[src/common/ulc_pkg.sv]
// package: offsets, field positions, reset values and widths of the line and mode control
// assumes: an 8-bit register port supplied by the host-side SPI/I2C front end
package ulc_pkg;
  // register offsets
  localparam logic [7:0] ADDR_MODE = 8'h0A;
  localparam logic [7:0] ADDR_LINE = 8'h0B;
  localparam logic [7:0] ADDR_TOUT = 8'h0C;
  // reset values
  localparam logic [7:0] MODE_RST = 8'h00;
  localparam logic [7:0] LINE_RST = 8'h05;
  localparam logic [7:0] TOUT_RST = 8'h00;
  // channel_mode_control fields
  localparam int M_ECHO = 7;
  localparam int M_MDROP = 6;
  localparam int M_LOOP = 5;
  localparam int M_SPEC = 4;
  localparam int M_EINV = 3;
  localparam int M_TINV = 2;
  localparam int M_FLUSH = 1;
  localparam int M_SRST = 0;
  // line_framing_control fields
  localparam int L_RTS = 7;
  localparam int L_BRK = 6;
  localparam int L_FORCE = 5;
  localparam int L_EVEN = 4;
  localparam int L_PAR = 3;
  localparam int L_STOP = 2;
  localparam int L_LEN_HI = 1;
  localparam int L_LEN_LO = 0;
  // field widths and scales
  localparam logic [2:0] WORD_BASE = 3'h5;
  localparam logic [2:0] TRIG_SHIFT = 3'h3;
  localparam int LVL_W = 8;
  localparam int NCHAR = 4;
  // frame overhead in half bit times: start plus one stop
  localparam logic [4:0] HB_START_STOP = 5'h04;
  localparam logic [4:0] HB_ONE_BIT = 5'h02;
  localparam logic [4:0] HB_HALF_BIT = 5'h01;
endpackage

[src/hw/ulc_frame_len.sv]
// frame length in half bit times from the current framing setting
// assumes: purely combinational, read in the same clock domain
`timescale 1ns/1ps
module ulc_frame_len (
  input wire logic [7:0] line_cfg,
  input wire logic multidrop,
  output logic [4:0] half_bits
);
  logic [4:0] data_hb;
  logic [4:0] par_hb;
  logic [4:0] stop_hb;
  always_comb begin
    // four bits wide so that an 8-bit word does not wrap to zero
    data_hb = {(4'(line_cfg[ulc_pkg::L_LEN_HI:ulc_pkg::L_LEN_LO]) + 4'(ulc_pkg::WORD_BASE)),
      1'b0};
    // multidrop keeps the ninth bit in the parity slot
    par_hb = (line_cfg[ulc_pkg::L_PAR] || multidrop) ? ulc_pkg::HB_ONE_BIT : 5'h00;
    stop_hb = 5'h00;
    if (line_cfg[ulc_pkg::L_STOP]) begin
      stop_hb = (line_cfg[ulc_pkg::L_LEN_HI:ulc_pkg::L_LEN_LO] == 2'h0) ?
        ulc_pkg::HB_HALF_BIT : ulc_pkg::HB_ONE_BIT;
    end
    half_bits = 5'(data_hb + par_hb + stop_hb + ulc_pkg::HB_START_STOP);
  end
endmodule // ulc_frame_len

[src/hw/ulc_line_ctrl.sv]
// line and mode control of one serial channel: registers, framing, loopback, break,
// echo blocking, special characters, fifo event senses and receive timeout
// assumes: host register port, half-bit tick from the baud generator, fifo levels
// How it works
// - echo blocking drops rx while tx busy
// - blocking holds for programmed hold after tx
// - multidrop: ninth bit replaces parity, no checking
// - parity error flag reports ninth bit
// - loopback routes tx to rx, rts to cts
// - loopback tristates tx, rts keeps driving
// - match up to four characters, flag match
// - soft flow uses pair one; pair two matches
// - empty event sense set by invert bit
// - threshold event sense set by invert bit
// - flush empties both fifos until cleared
// - soft reset restores registers, clears fifos
// - rts follows its bit unless clock routed
// - break holds tx low until cleared
// - forced parity sends inverse of even sense
// - sense bit picks even or odd parity
// - parity disabled means no parity bit
// - stop bits: 1, 1.5 for 5-bit, else 2
// - extended 5-bit stop accepts over one bit
// - length field picks 5 to 8 data bits
// - timeout after programmed idle frame count
// - zero count disables the timeout
// - hold counts whole bit times, up to 15
// - threshold level is eight times field
`timescale 1ns/1ps
module ulc_line_ctrl (
  input wire logic clk,
  input wire logic nrst,
  // register port
  input wire logic reg_wr,
  input wire logic reg_rd,
  input wire logic [7:0] reg_addr,
  input wire logic [7:0] reg_wdata,
  output logic [7:0] reg_rdata,
  // settings kept elsewhere in the channel
  input wire logic [3:0] hold_bits,
  input wire logic clock_out_on_handshake_pin,
  input wire logic auto_soft_flow_enable,
  input wire logic [3:0] rx_threshold_field,
  input wire logic [7:0] stop_char_one,
  input wire logic [7:0] stop_char_two,
  input wire logic [7:0] resume_char_one,
  input wire logic [7:0] resume_char_two,
  input wire logic [3:0] char_enable,
  input wire logic input_pin_qualify,
  input wire logic pin_match,
  // baud and datapath
  input wire logic half_bit_tick,
  input wire logic tx_busy,
  input wire logic tx_serial,
  input wire logic rx_char_valid,
  input wire logic [7:0] rx_char,
  input wire logic rx_ninth_bit,
  input wire logic rx_parity_bad,
  input wire logic [7:0] rx_fifo_level,
  // pins
  input wire logic rx_pin,
  input wire logic cts_pin,
  output logic tx_pin_o,
  output logic tx_pin_oe,
  output logic rts_pin_o,
  // to the datapath
  output logic rx_serial,
  output logic cts_internal,
  output logic rx_accept,
  output logic check_bit_enable,
  output logic check_sense_even,
  output logic constant_check_bit,
  output logic constant_level,
  output logic [3:0] data_bits,
  output logic extended_stop_select,
  output logic [4:0] frame_half_bits,
  output logic fifo_clear,
  output logic parity_flag,
  output logic match_char_event,
  output logic [1:0] flow_char_event,
  output logic rx_empty_event,
  output logic rx_threshold_event,
  output logic rx_idle_timeout
);
  typedef struct packed {
    logic [7:0] mode;
    logic [7:0] line;
    logic [7:0] tout;
    logic [7:0] rdata;
    logic [1:0] rx_sync;
    logic [1:0] cts_sync;
    logic tx_o;
    logic tx_oe;
    logic rts_o;
    logic tx_busy_d;
    logic [4:0] hold_cnt;
    logic [4:0] frame_hb;
    logic [7:0] frame_cnt;
    logic timer_run;
    logic timeout;
    logic par_flag;
    logic match_ev;
    logic [1:0] flow_ev;
    logic [7:0] lvl_d;
    logic empty_ev;
    logic trig_ev;
  } ulc_state_t;

  ulc_state_t s_q;
  ulc_state_t s_d;
  logic [4:0] frame_len;
  localparam int LVL_W_L = ulc_pkg::LVL_W;
  logic [LVL_W_L-1:0] trig_lvl;

  // frame length shared by the timeout counter
  ulc_frame_len u_len (
    .line_cfg(s_q.line),
    .multidrop(s_q.mode[ulc_pkg::M_MDROP]),
    .half_bits(frame_len)
  );

  function automatic logic char_hit(input logic [7:0] a, input logic [7:0] b,
    input logic en, input logic qual, input logic pin);
    char_hit = en && (a == b) && (!qual || pin);
  endfunction

  assign trig_lvl = 8'({rx_threshold_field, 3'h0});

  // ----------------------------------------------------------------
  // next state
  // ----------------------------------------------------------------
  always_comb begin
    logic blocked;
    logic in_loop;
    logic spec_on;
    logic soft_flow;
    blocked = 1'b0;
    in_loop = 1'b0;
    spec_on = 1'b0;
    soft_flow = 1'b0;
    s_d = s_q;
    // register writes; soft reset keeps the port alive but restores the mode, line and timeout registers
    if (reg_wr) begin
      case (reg_addr)
        ulc_pkg::ADDR_MODE: s_d.mode = reg_wdata;
        ulc_pkg::ADDR_LINE: s_d.line = reg_wdata;
        ulc_pkg::ADDR_TOUT: s_d.tout = reg_wdata;
        default: ;
      endcase
    end
    if (s_q.mode[ulc_pkg::M_SRST]) begin
      // only the soft reset bit itself stays writable while it is set
      s_d.line = ulc_pkg::LINE_RST;
      s_d.tout = ulc_pkg::TOUT_RST;
      s_d.mode = ulc_pkg::MODE_RST;
      s_d.mode[ulc_pkg::M_SRST] = !(reg_wr && reg_addr == ulc_pkg::ADDR_MODE &&
        !reg_wdata[ulc_pkg::M_SRST]);
    end
    case (reg_addr)
      ulc_pkg::ADDR_MODE: s_d.rdata = s_q.mode;
      ulc_pkg::ADDR_LINE: s_d.rdata = s_q.line;
      ulc_pkg::ADDR_TOUT: s_d.rdata = s_q.tout;
      default: s_d.rdata = 8'h00;
    endcase
    if (!reg_rd) begin
      s_d.rdata = s_q.rdata;
    end
    // pin synchronisers
    s_d.rx_sync = {s_q.rx_sync[0], rx_pin};
    s_d.cts_sync = {s_q.cts_sync[0], cts_pin};
    // tx pin: loopback tristates it, break forces low
    in_loop = s_q.mode[ulc_pkg::M_LOOP];
    s_d.tx_oe = !in_loop;
    s_d.tx_o = s_q.line[ulc_pkg::L_BRK] ? 1'b0 : tx_serial;
    // rts follows its bit only when the clock is not routed there
    s_d.rts_o = clock_out_on_handshake_pin ? s_q.rts_o : s_q.line[ulc_pkg::L_RTS];
    // echo hold: loaded with twice the hold at end of transmission, counts half bits
    s_d.tx_busy_d = tx_busy;
    if (tx_busy) begin
      s_d.hold_cnt = 5'h00;
    end else if (s_q.tx_busy_d) begin
      s_d.hold_cnt = {hold_bits, 1'b0};
    end else if (half_bit_tick && s_q.hold_cnt != 5'h00) begin
      s_d.hold_cnt = 5'(s_q.hold_cnt - 5'h01);
    end
    blocked = s_q.mode[ulc_pkg::M_ECHO] && (tx_busy || s_q.hold_cnt != 5'h00);
    // parity flag: ninth bit in multidrop, parity check otherwise
    if (rx_char_valid && !blocked) begin
      if (s_q.mode[ulc_pkg::M_MDROP]) begin
        s_d.par_flag = rx_ninth_bit;
      end else begin
        s_d.par_flag = s_q.line[ulc_pkg::L_PAR] && rx_parity_bad;
      end
    end
    // special characters; with soft flow the first pair is reserved for flow
    spec_on = s_q.mode[ulc_pkg::M_SPEC];
    soft_flow = auto_soft_flow_enable;
    s_d.match_ev = 1'b0;
    s_d.flow_ev = 2'h0;
    if (rx_char_valid && !blocked) begin
      s_d.match_ev = spec_on && (
        char_hit(rx_char, resume_char_two, char_enable[1], input_pin_qualify, pin_match) ||
        char_hit(rx_char, stop_char_two, char_enable[3], input_pin_qualify, pin_match) ||
        (!soft_flow && (
        char_hit(rx_char, resume_char_one, char_enable[0], input_pin_qualify, pin_match) ||
        char_hit(rx_char, stop_char_one, char_enable[2], input_pin_qualify, pin_match))));
      if (soft_flow) begin
        s_d.flow_ev = {rx_char == stop_char_one, rx_char == resume_char_one};
      end
    end
    // fifo level events
    s_d.lvl_d = rx_fifo_level;
    s_d.empty_ev = s_q.mode[ulc_pkg::M_EINV] ?
      (s_q.lvl_d == 8'h00 && rx_fifo_level != 8'h00) :
      (s_q.lvl_d != 8'h00 && rx_fifo_level == 8'h00);
    s_d.trig_ev = s_q.mode[ulc_pkg::M_TINV] ?
      (s_q.lvl_d >= trig_lvl && rx_fifo_level < trig_lvl) :
      (s_q.lvl_d <= trig_lvl && rx_fifo_level > trig_lvl);
    // receive timeout counted in frames of the current length
    s_d.frame_hb = s_q.frame_hb;
    if (rx_char_valid && !blocked) begin
      s_d.timer_run = (s_q.tout != 8'h00);
      s_d.frame_cnt = 8'h00;
      s_d.frame_hb = 5'h00;
      s_d.timeout = 1'b0;
    end else if (s_q.timer_run && half_bit_tick) begin
      if (5'(s_q.frame_hb + 5'h01) >= frame_len) begin
        s_d.frame_hb = 5'h00;
        s_d.frame_cnt = 8'(s_q.frame_cnt + 8'h01);
        if (8'(s_q.frame_cnt + 8'h01) == s_q.tout) begin
          s_d.timeout = 1'b1;
          s_d.timer_run = 1'b0;
        end
      end else begin
        s_d.frame_hb = 5'(s_q.frame_hb + 5'h01);
      end
    end
    if (s_q.tout == 8'h00) begin
      s_d.timeout = 1'b0;
      s_d.timer_run = 1'b0;
    end
    // flush and soft reset clear the timer with the fifos
    if (s_q.mode[ulc_pkg::M_FLUSH] || s_q.mode[ulc_pkg::M_SRST]) begin
      s_d.timer_run = 1'b0;
      s_d.timeout = 1'b0;
    end
  end

  // ----------------------------------------------------------------
  // state register
  // ----------------------------------------------------------------
  always_ff @(posedge clk) begin
    if (!nrst) begin
      s_q <= '0;
      s_q.line <= ulc_pkg::LINE_RST;
      s_q.rx_sync <= 2'h3;
      s_q.cts_sync <= 2'h3;
      s_q.tx_o <= 1'b1;
    end else begin
      s_q <= s_d;
    end
  end

  // ----------------------------------------------------------------
  // outputs
  // ----------------------------------------------------------------
  logic md;
  assign md = s_q.mode[ulc_pkg::M_MDROP];
  assign reg_rdata = s_q.rdata;
  assign tx_pin_o = s_q.tx_o;
  assign tx_pin_oe = s_q.tx_oe;
  assign rts_pin_o = s_q.rts_o;
  // loopback feeds the transmitter straight back; idle line is high
  assign rx_serial = s_q.mode[ulc_pkg::M_LOOP] ? tx_serial : s_q.rx_sync[1];
  assign cts_internal = s_q.mode[ulc_pkg::M_LOOP] ? s_q.line[ulc_pkg::L_RTS] :
    s_q.cts_sync[1];
  assign rx_accept = !(s_q.mode[ulc_pkg::M_ECHO] && (tx_busy || s_q.hold_cnt != 5'h00));
  assign check_bit_enable = s_q.line[ulc_pkg::L_PAR] && !md;
  assign check_sense_even = s_q.line[ulc_pkg::L_EVEN];
  assign constant_check_bit = s_q.line[ulc_pkg::L_PAR] && s_q.line[ulc_pkg::L_FORCE];
  assign constant_level = !s_q.line[ulc_pkg::L_EVEN];
  assign data_bits = 4'(s_q.line[ulc_pkg::L_LEN_HI:ulc_pkg::L_LEN_LO]) +
    4'(ulc_pkg::WORD_BASE);
  assign extended_stop_select = s_q.line[ulc_pkg::L_STOP];
  assign frame_half_bits = frame_len;
  assign fifo_clear = s_q.mode[ulc_pkg::M_FLUSH] || s_q.mode[ulc_pkg::M_SRST];
  assign parity_flag = s_q.par_flag;
  assign match_char_event = s_q.match_ev;
  assign flow_char_event = s_q.flow_ev;
  assign rx_empty_event = s_q.empty_ev;
  assign rx_threshold_event = s_q.trig_ev;
  assign rx_idle_timeout = s_q.timeout;
endmodule // ulc_line_ctrl

[config.mk]
export PLATFORM = sky130hd
export DESIGN_NAME = ulc_line_ctrl
export DESIGN_NICKNAME = d
export VERILOG_FILES = /design/src/common/ulc_pkg.sv /design/src/hw/ulc_frame_len.sv /design/src/hw/ulc_line_ctrl.sv
export SDC_FILE = /design/constraint.sdc
export NUM_CORES = 1
export LEC_CHECK = 0
export BUFFER_PORTS_ARGS = -buffer_cell sky130_fd_sc_hd__buf_4
export CAP_MARGIN = 10
export CELL_PAD_IN_SITES_DETAIL_PLACEMENT = 1
export CELL_PAD_IN_SITES_GLOBAL_PLACEMENT = 2
export CORE_ASPECT_RATIO = 0.7
export CORE_MARGIN = 3
export CORE_UTILIZATION = 30
export DETAILED_ROUTE_END_ITERATION = 10
export GPL_ROUTABILITY_DRIVEN = 1
export HOLD_SLACK_MARGIN = 0.1
export PLACE_DENSITY = 0.8
export RECOVER_POWER = 50
export SETUP_SLACK_MARGIN = 0.4
export SLEW_MARGIN = 10
export SYNTH_ARGS = -nofsm -noshare
export SYNTH_HDL_FRONTEND = slang
export SYNTH_HIERARCHICAL = 1
export SYNTH_SLANG_ARGS = --single-unit
export TNS_END_PERCENT = 1
[constraint.sdc]
create_clock -name clk -period 4.2 [get_ports clk]
set_input_delay 0.42 -clock clk [delete_from_list [all_inputs] [get_ports clk]]
set_output_delay 0.42 -clock clk [all_outputs]
set_load 0.01 [all_outputs]
Word level (Yosys, flattened, before mapping)
Index checks and enable logic that the tools add are counted.
{ "op_classes": {"add_sub_neg": 7, "magnitude_cmp": 5, "eq_ne": 8, "n_mux": 22, "bitwise_logic": 1, "n_reduce_logical": 64} }
{ "ops": {"columns": ["operator", "count"], "rows": [
  ["$eq A8 B8 Y1", 5],
  ["$mux W17", 2],
  ["$eq A8 B4 Y1 const B", 3],
  ["$logic_not A8 Y1", 3],
  ["$pmux W8 S3", 1],
  ["$reduce_bool A8 Y1", 3],
  ["$logic_and A1 B1 Y1", 23],
  ["$mux W5", 4],
  ["$mux W8", 2],
  ["$mux W2", 6],
  ["$add A5 B5 Y5", 2],
  ["$reduce_and A2 Y1", 5],
  ["$reduce_and A3 Y1", 3],
  ["$add A8 B1 Y8 const B", 1],
  ["$ge A8 B7 Y1", 1],
  ["$gt A8 B7 Y1", 1],
  ["$le A8 B7 Y1", 1],
  ["$logic_not A1 Y1", 8],
  ["$lt A8 B7 Y1", 1],
  ["$reduce_bool A2 Y1", 4],
  ["$logic_or A1 B1 Y1", 7],
  ["$mux W1", 7],
  ["$reduce_or A2 Y1", 3],
  ["$reduce_or A3 Y1", 2],
  ["other kinds (9)", 9]
]} }
{ "word_totals": {"register_bits": 74, "inputBits": 92, "wordCells": 130} }

Logic depth before layout (Yosys ltp)
{ "depth": {"ltp_word": 9, "mapped_depth": 17, "depth_no_buf": 17} }

Hierarchy
The synthesis kept the hierarchy.
{ "by_module_without_submodules": {"columns": ["mod", "n_inst", "cells_each", "area_each_um2", "seq_area_each_um2"], "rows": [
  ["ulc_line_ctrl", 1, 454, 4101.4, 1481.4],
  ["ulc_frame_len", 1, 15, 120.1, 0.0]
]} }

Worst setup path before layout
OpenSTA, ideal clock, no wires.
{ "synth_path": {"kind": "register to register", "from": "register s_q[58] (netlist name)", "to": "register s_q (netlist bit rx_idle_timeout)", "setup_ns": 0.058, "arrival_ns": 3.169, "t_required_ns": 4.142, "setup_slack_ns": 0.973, "path_stages_with_launch": 18, "path_buffers": 0, "period_less_slack_ns": 3.227, "path_cell_list": "dfxtp_1 inv_1 ha_1 nand2b_1 fa_1 inv_1 ha_1 ha_1 nor2_2 xnor2_1 inv_1 ha_1 a21oi_1 or2_2 o31ai_4 and3_1 o2111a_1 o211a_1"} }
{ "synth_via": {"elab_chain_cells": 7} }
{ "synth_rtl": {"columns": ["element", "line_no", "source"], "rows": [
  ["start, declared", "ulc_line_ctrl.sv:109", "ulc_state_t s_q;"],
  ["branches (longest 3 deep; another with $add A5 B5 Y5)", null, null],
  ["$add A5 B5 Y5 *", "ulc_frame_len.sv:23", "half_bits = 5'(data_hb + par_hb + stop_hb + ulc_pkg::HB_START_STOP);"],
  ["$add A5 B3 Y5 *", "ulc_frame_len.sv:23", null],
  ["named net frame_half_bits[4]", "ulc_line_ctrl.sv:76", "output logic [4:0] frame_half_bits,"],
  ["$ge A5 B5 Y1 *", "ulc_line_ctrl.sv:227", "if (5'(s_q.frame_hb + 5'h01) >= frame_len) begin"],
  ["$reduce_and A3 Y1 (no source line) *", null, null]
]} }
Mark *: on every way through the listed nets, which the timed path passes.
A chain may end at the register's enable or synchronous reset.

Worst setup path after layout
{ "layout_path": {"from": "register s_q[58] (netlist name)", "to": "register s_q (netlist bit rx_idle_timeout)"} }
{ "layout_via": {"elab_chain_cells": 7} }
{ "layout_rtl": {"columns": ["element", "line_no"], "rows": [
  ["branches (longest 3 deep; another with $add A5 B5 Y5)", null],
  ["$add A5 B5 Y5 *", "ulc_frame_len.sv:23"],
  ["$add A5 B3 Y5 *", "ulc_frame_len.sv:23"],
  ["$ge A5 B5 Y1 *", "ulc_line_ctrl.sv:227"],
  ["$reduce_and A3 Y1 (no source line) *", null]
]} }
Every way passes the cells marked *.

==> results.yml <==
outcome:
  status: "finished, final reports clean"
critical_path:
  crit_path_start_kind: "register"
  critPathLaunch: "s_q[58]$_SDFFE_PP1P_"
  path_cells: "inv_1, ha_1, nand2b_1, fa_1, inv_1, ha_1, ha_1, nor2_2, xnor2_1, inv_1, ha_1, a21oi_1, or2_2, o31ai_4, and3_1, o2111a_1, o211a_1"
  critPathMaxStageDelay_ns: 0.48
  crit_path_frequent_cell: "ha_1"
  crit_buf_inv: 3
  crit_type: "reg2reg"
  cp_max_fo: 9
  required_ns: 4.48
  path_delay_family: "adder cells"
  cp-end-kind: "register"
  r2r_slack_ns: 0.76
  cp.arrival_ns: 3.72
  r2r_start: "s_q[58]$_SDFFE_PP1P_"
  crit_slowest_cell: "dfxtp_1"
route:
  routed_wl_um: 12600
  drc: 0
  ant_nets: 0
  num_vias: 3687
  drt_pass1_iterations: 4
  wl_per_cell_um: 16.3
  vias_per_cell: 4.79
  drt_iter0_markers: 164
timing:
  max_freq_mhz: 291
  finalHoldViolCount: 0
  tns_ns: 0
  post-route-min-period_ns: 3.44
  worstMarginPinSlew_ns: 1.06
  slew_viol_final: 0
  finalSetupViolations: 0
  rsz0062_at_grt: "false"
  fin_worst_skew_ns: 0.00668
  timing.hold.ws_ns: 0.275
  relSlewSlack: 0.294
  min_period_over_period: 0.818
min_path:
  worstHoldPathType: "in2reg"
  hold_path_startpoint: "rx_pin"
yosys:
  ys_ff_latch: 74
  ys_warn_count: 6
  synthDistinctLibCells: 65
  synth_edf_count: 0
  syn-cell-area_sq_um: 4220
  synthesis.nets: 584
  ys_async_sr_fraction: 0
  syn_area_per_cell_sq_um: 9.00
  synth_ff_type: "dfxtp_1"
  synth-seq-area-share: 0.351
  synth_cells: 469
pwr:
  ir_drop_uv: 209
  total_power_mw: 1.69
  powerDensity_nw_per_um2: 312
  leakagePower_nw: 2.36
job:
  maxCapViolCount: 0
floorplanning:
  fp.coreArea_sq_um: 13400
  fp.dieH_um: 105
  dieArea_sq_um: 15600
  die_w_um: 148
  fp-row-count: 35
  start_util: 0.314
  ios: 128
placed_design:
  dp_hpwl_um: 10000
  place.port_buffers: 127
  gp_congestion: 0.787
global_route:
  grtUsageTotal: 0.162
  grt_first_pass_wirelength_um: 20100
  grt_overflow: 0
  antenna_found_initial: 0
  grt_max_degree: 28
  grt_pass1_vias: 3921
cts:
  path_clk_slew_ns: 0.06
  postCtsSetupBuffers: 0
  clkSinkCount: 74
  cts-root-buf: "clkbuf_16"
  htree_levels: 3
  clock_path_buffers: 2
  cts_tree: "done"
  cts_hold_buf: 0
  cts_made_buffers: 9
  clock_latency_ns: 0.33
  ctsResizeCount: 0
final_layout:
  insertedDiodeCount: 0
  fillers: 1619
  syn_to_final_growth_pct: 28.3
  final_nets: 696
  final_layout_size_suffix_gt1_frac: 0.219
  final_core_util: 0.403
## routing by layer
layer,GRT usage,wire [um]
met5,0,0
met4,0.0445,189
met3,0.0425,638
met2,0.266,5730
met1,0.212,6020
## sequential cells by signal (all words and copies together), names as in the netlist
signal and count:
rx_threshold_event 1, rx_idle_timeout 1, reg_rdata 8, match_char_event 1
extended_stop_select 1, tx_pin_o 1, md 1, flow_char_event 2
rx_empty_event 1, check_sense_even 1, s_d 2, parity_flag 1
tx_pin_oe 1, rts_pin_o 1, s_q 51
## where the power goes
part           total (mW)  switching (mW)  internal [mW]
registers           0.720         0.00660          0.714
logic               0.191          0.0903          0.101
clock network       0.781           0.292          0.489
total                1.69           0.389           1.30
## area by class of cell
class,instances,area (sq um),share of cell area
Inverter,26,97.6,0.0180
Sequential cell,74,1480,0.274
Clock buffer,11,253,0.0467
Multi-Input combinational cell,342,2450,0.453
Tap cell,185,231,0.0427
Timing Repair Buffer,128,848,0.157
Clock inverter,4,51.3,0.00947
## kinds of logic (layout without fill, tap and decap cells)
group | Yosys count | count (layout) | share of synthesized area
and+or+nand+nor | 167 | 167 | 0.214
DFF | 74 | 74 | 0.351
AOI/OAI and AO/OA | 66 | 66 | 0.113
xor gates and xnor gates | 57 | 57 | 0.118
buffers and inverters | 53 | 169 | 0.0646
muxes | 29 | 29 | 0.0694
adders and majority gates | 23 | 23 | 0.0699
## synth_stat cells (2+ instances only)
cell	n	share of area
nand4_1	5	0.0074
clkbuf_1	7	0.0062
nand3b_1	2	0.0036
a21o_1	2	0.0036
nor2b_1	11	0.016
o2111ai_1	2	0.0042
a31oi_1	3	0.0044
a21oi_1	10	0.012
nor4_1	13	0.019
ha_1	22	0.065
xor2_1	41	0.085
dfxtp_1	74	0.35
and3_1	3	0.0044
o22ai_1	2	0.0030
mux2i_1	27	0.064
nand3_1	9	0.011
xnor2_1	16	0.033
nor3_1	6	0.0071
nor3b_1	2	0.0036
inv_1	26	0.023
a22o_1	8	0.017
nand2_1	26	0.023
buf_4	11	0.020
mux2_2	2	0.0053
nand2b_1	8	0.012
buf_6	2	0.0053
a22oi_1	10	0.018
nand3_2	3	0.0071
or2_2	2	0.0030
nor2_1	50	0.044
buf_2	4	0.0047
o21ai_0	13	0.015
and2_1	13	0.019
a211o_1	3	0.0062
## layout by cell type, fill, tap and decap left out, types with 2 or more instances in the layout
cell       Yosys  layout
o22ai_1        2       2
mux2i_1       27      27
o2111ai_1      2       2
nor3b_1        2       2
ha_1          22      22
nand3_2        3       3
a21oi_1       10      10
nor2b_1       11      11
a22o_1         8       8
nand2_1       26      26
a21o_1         2       2
nor4_1        13      13
inv_1         26      26
a22oi_1       10      10
xor2_1        41      41
and2_1        13       6
nand3b_1       2       2
mux2_2         2       2
clkbuf_1       7      30
dfxtp_1       74      74
nor2_1        50      50
nor3_1         6       6
o21ai_0       13      14
nand2b_1       8       8
buf_4         11      98
clkbuf_16      0       9
or2_2          2       2
or4b_1         1       2
nand3_1        9       9
xnor2_1       16      16
and3_1         3       4
nand4_1        5       5
a211o_1        3       3
and2_0         0       8
clkbuf_8       0       2
a31oi_1        3       3
## worst paths after layout
path	to	depth (start not counted)
min reg2reg	s_q[39]$_SDFF_PN1_	1
min	s_d[41]$_SDFF_PN1_	2
max reg2reg	rx_idle_timeout$_SDFFE_PP0P_	17
max	rx_idle_timeout$_SDFFE_PP0P_	17
## metrics by stage
step           setup slack [ns]  cells  instance area [sq um]
2_1_floorplan             0.973    469                   4220
3_3_place_gp              0.912    755                   5240
3_5_place_dp              0.760    755                   5240
4_1_cts                   0.744    770                   5540
5_1_grt                   0.517    770                   5420
6_report                  0.763    770                   5420
## worst register-to-register path, stage by stage (launching register included)
cell	delay (ns)
dfxtp_1	0.48
inv_1	0.08
ha_1	0.23
nand2b_1	0.16
fa_1	0.37
inv_1	0.07
ha_1	0.14
ha_1	0.16
nor2_2	0.04
xnor2_1	0.19
inv_1	0.07
ha_1	0.29
a21oi_1	0.07
or2_2	0.30
o31ai_4	0.13
and3_1	0.25
o2111a_1	0.21
o211a_1	0.13
Note: power is estimated with default switching activity, not from simulation.
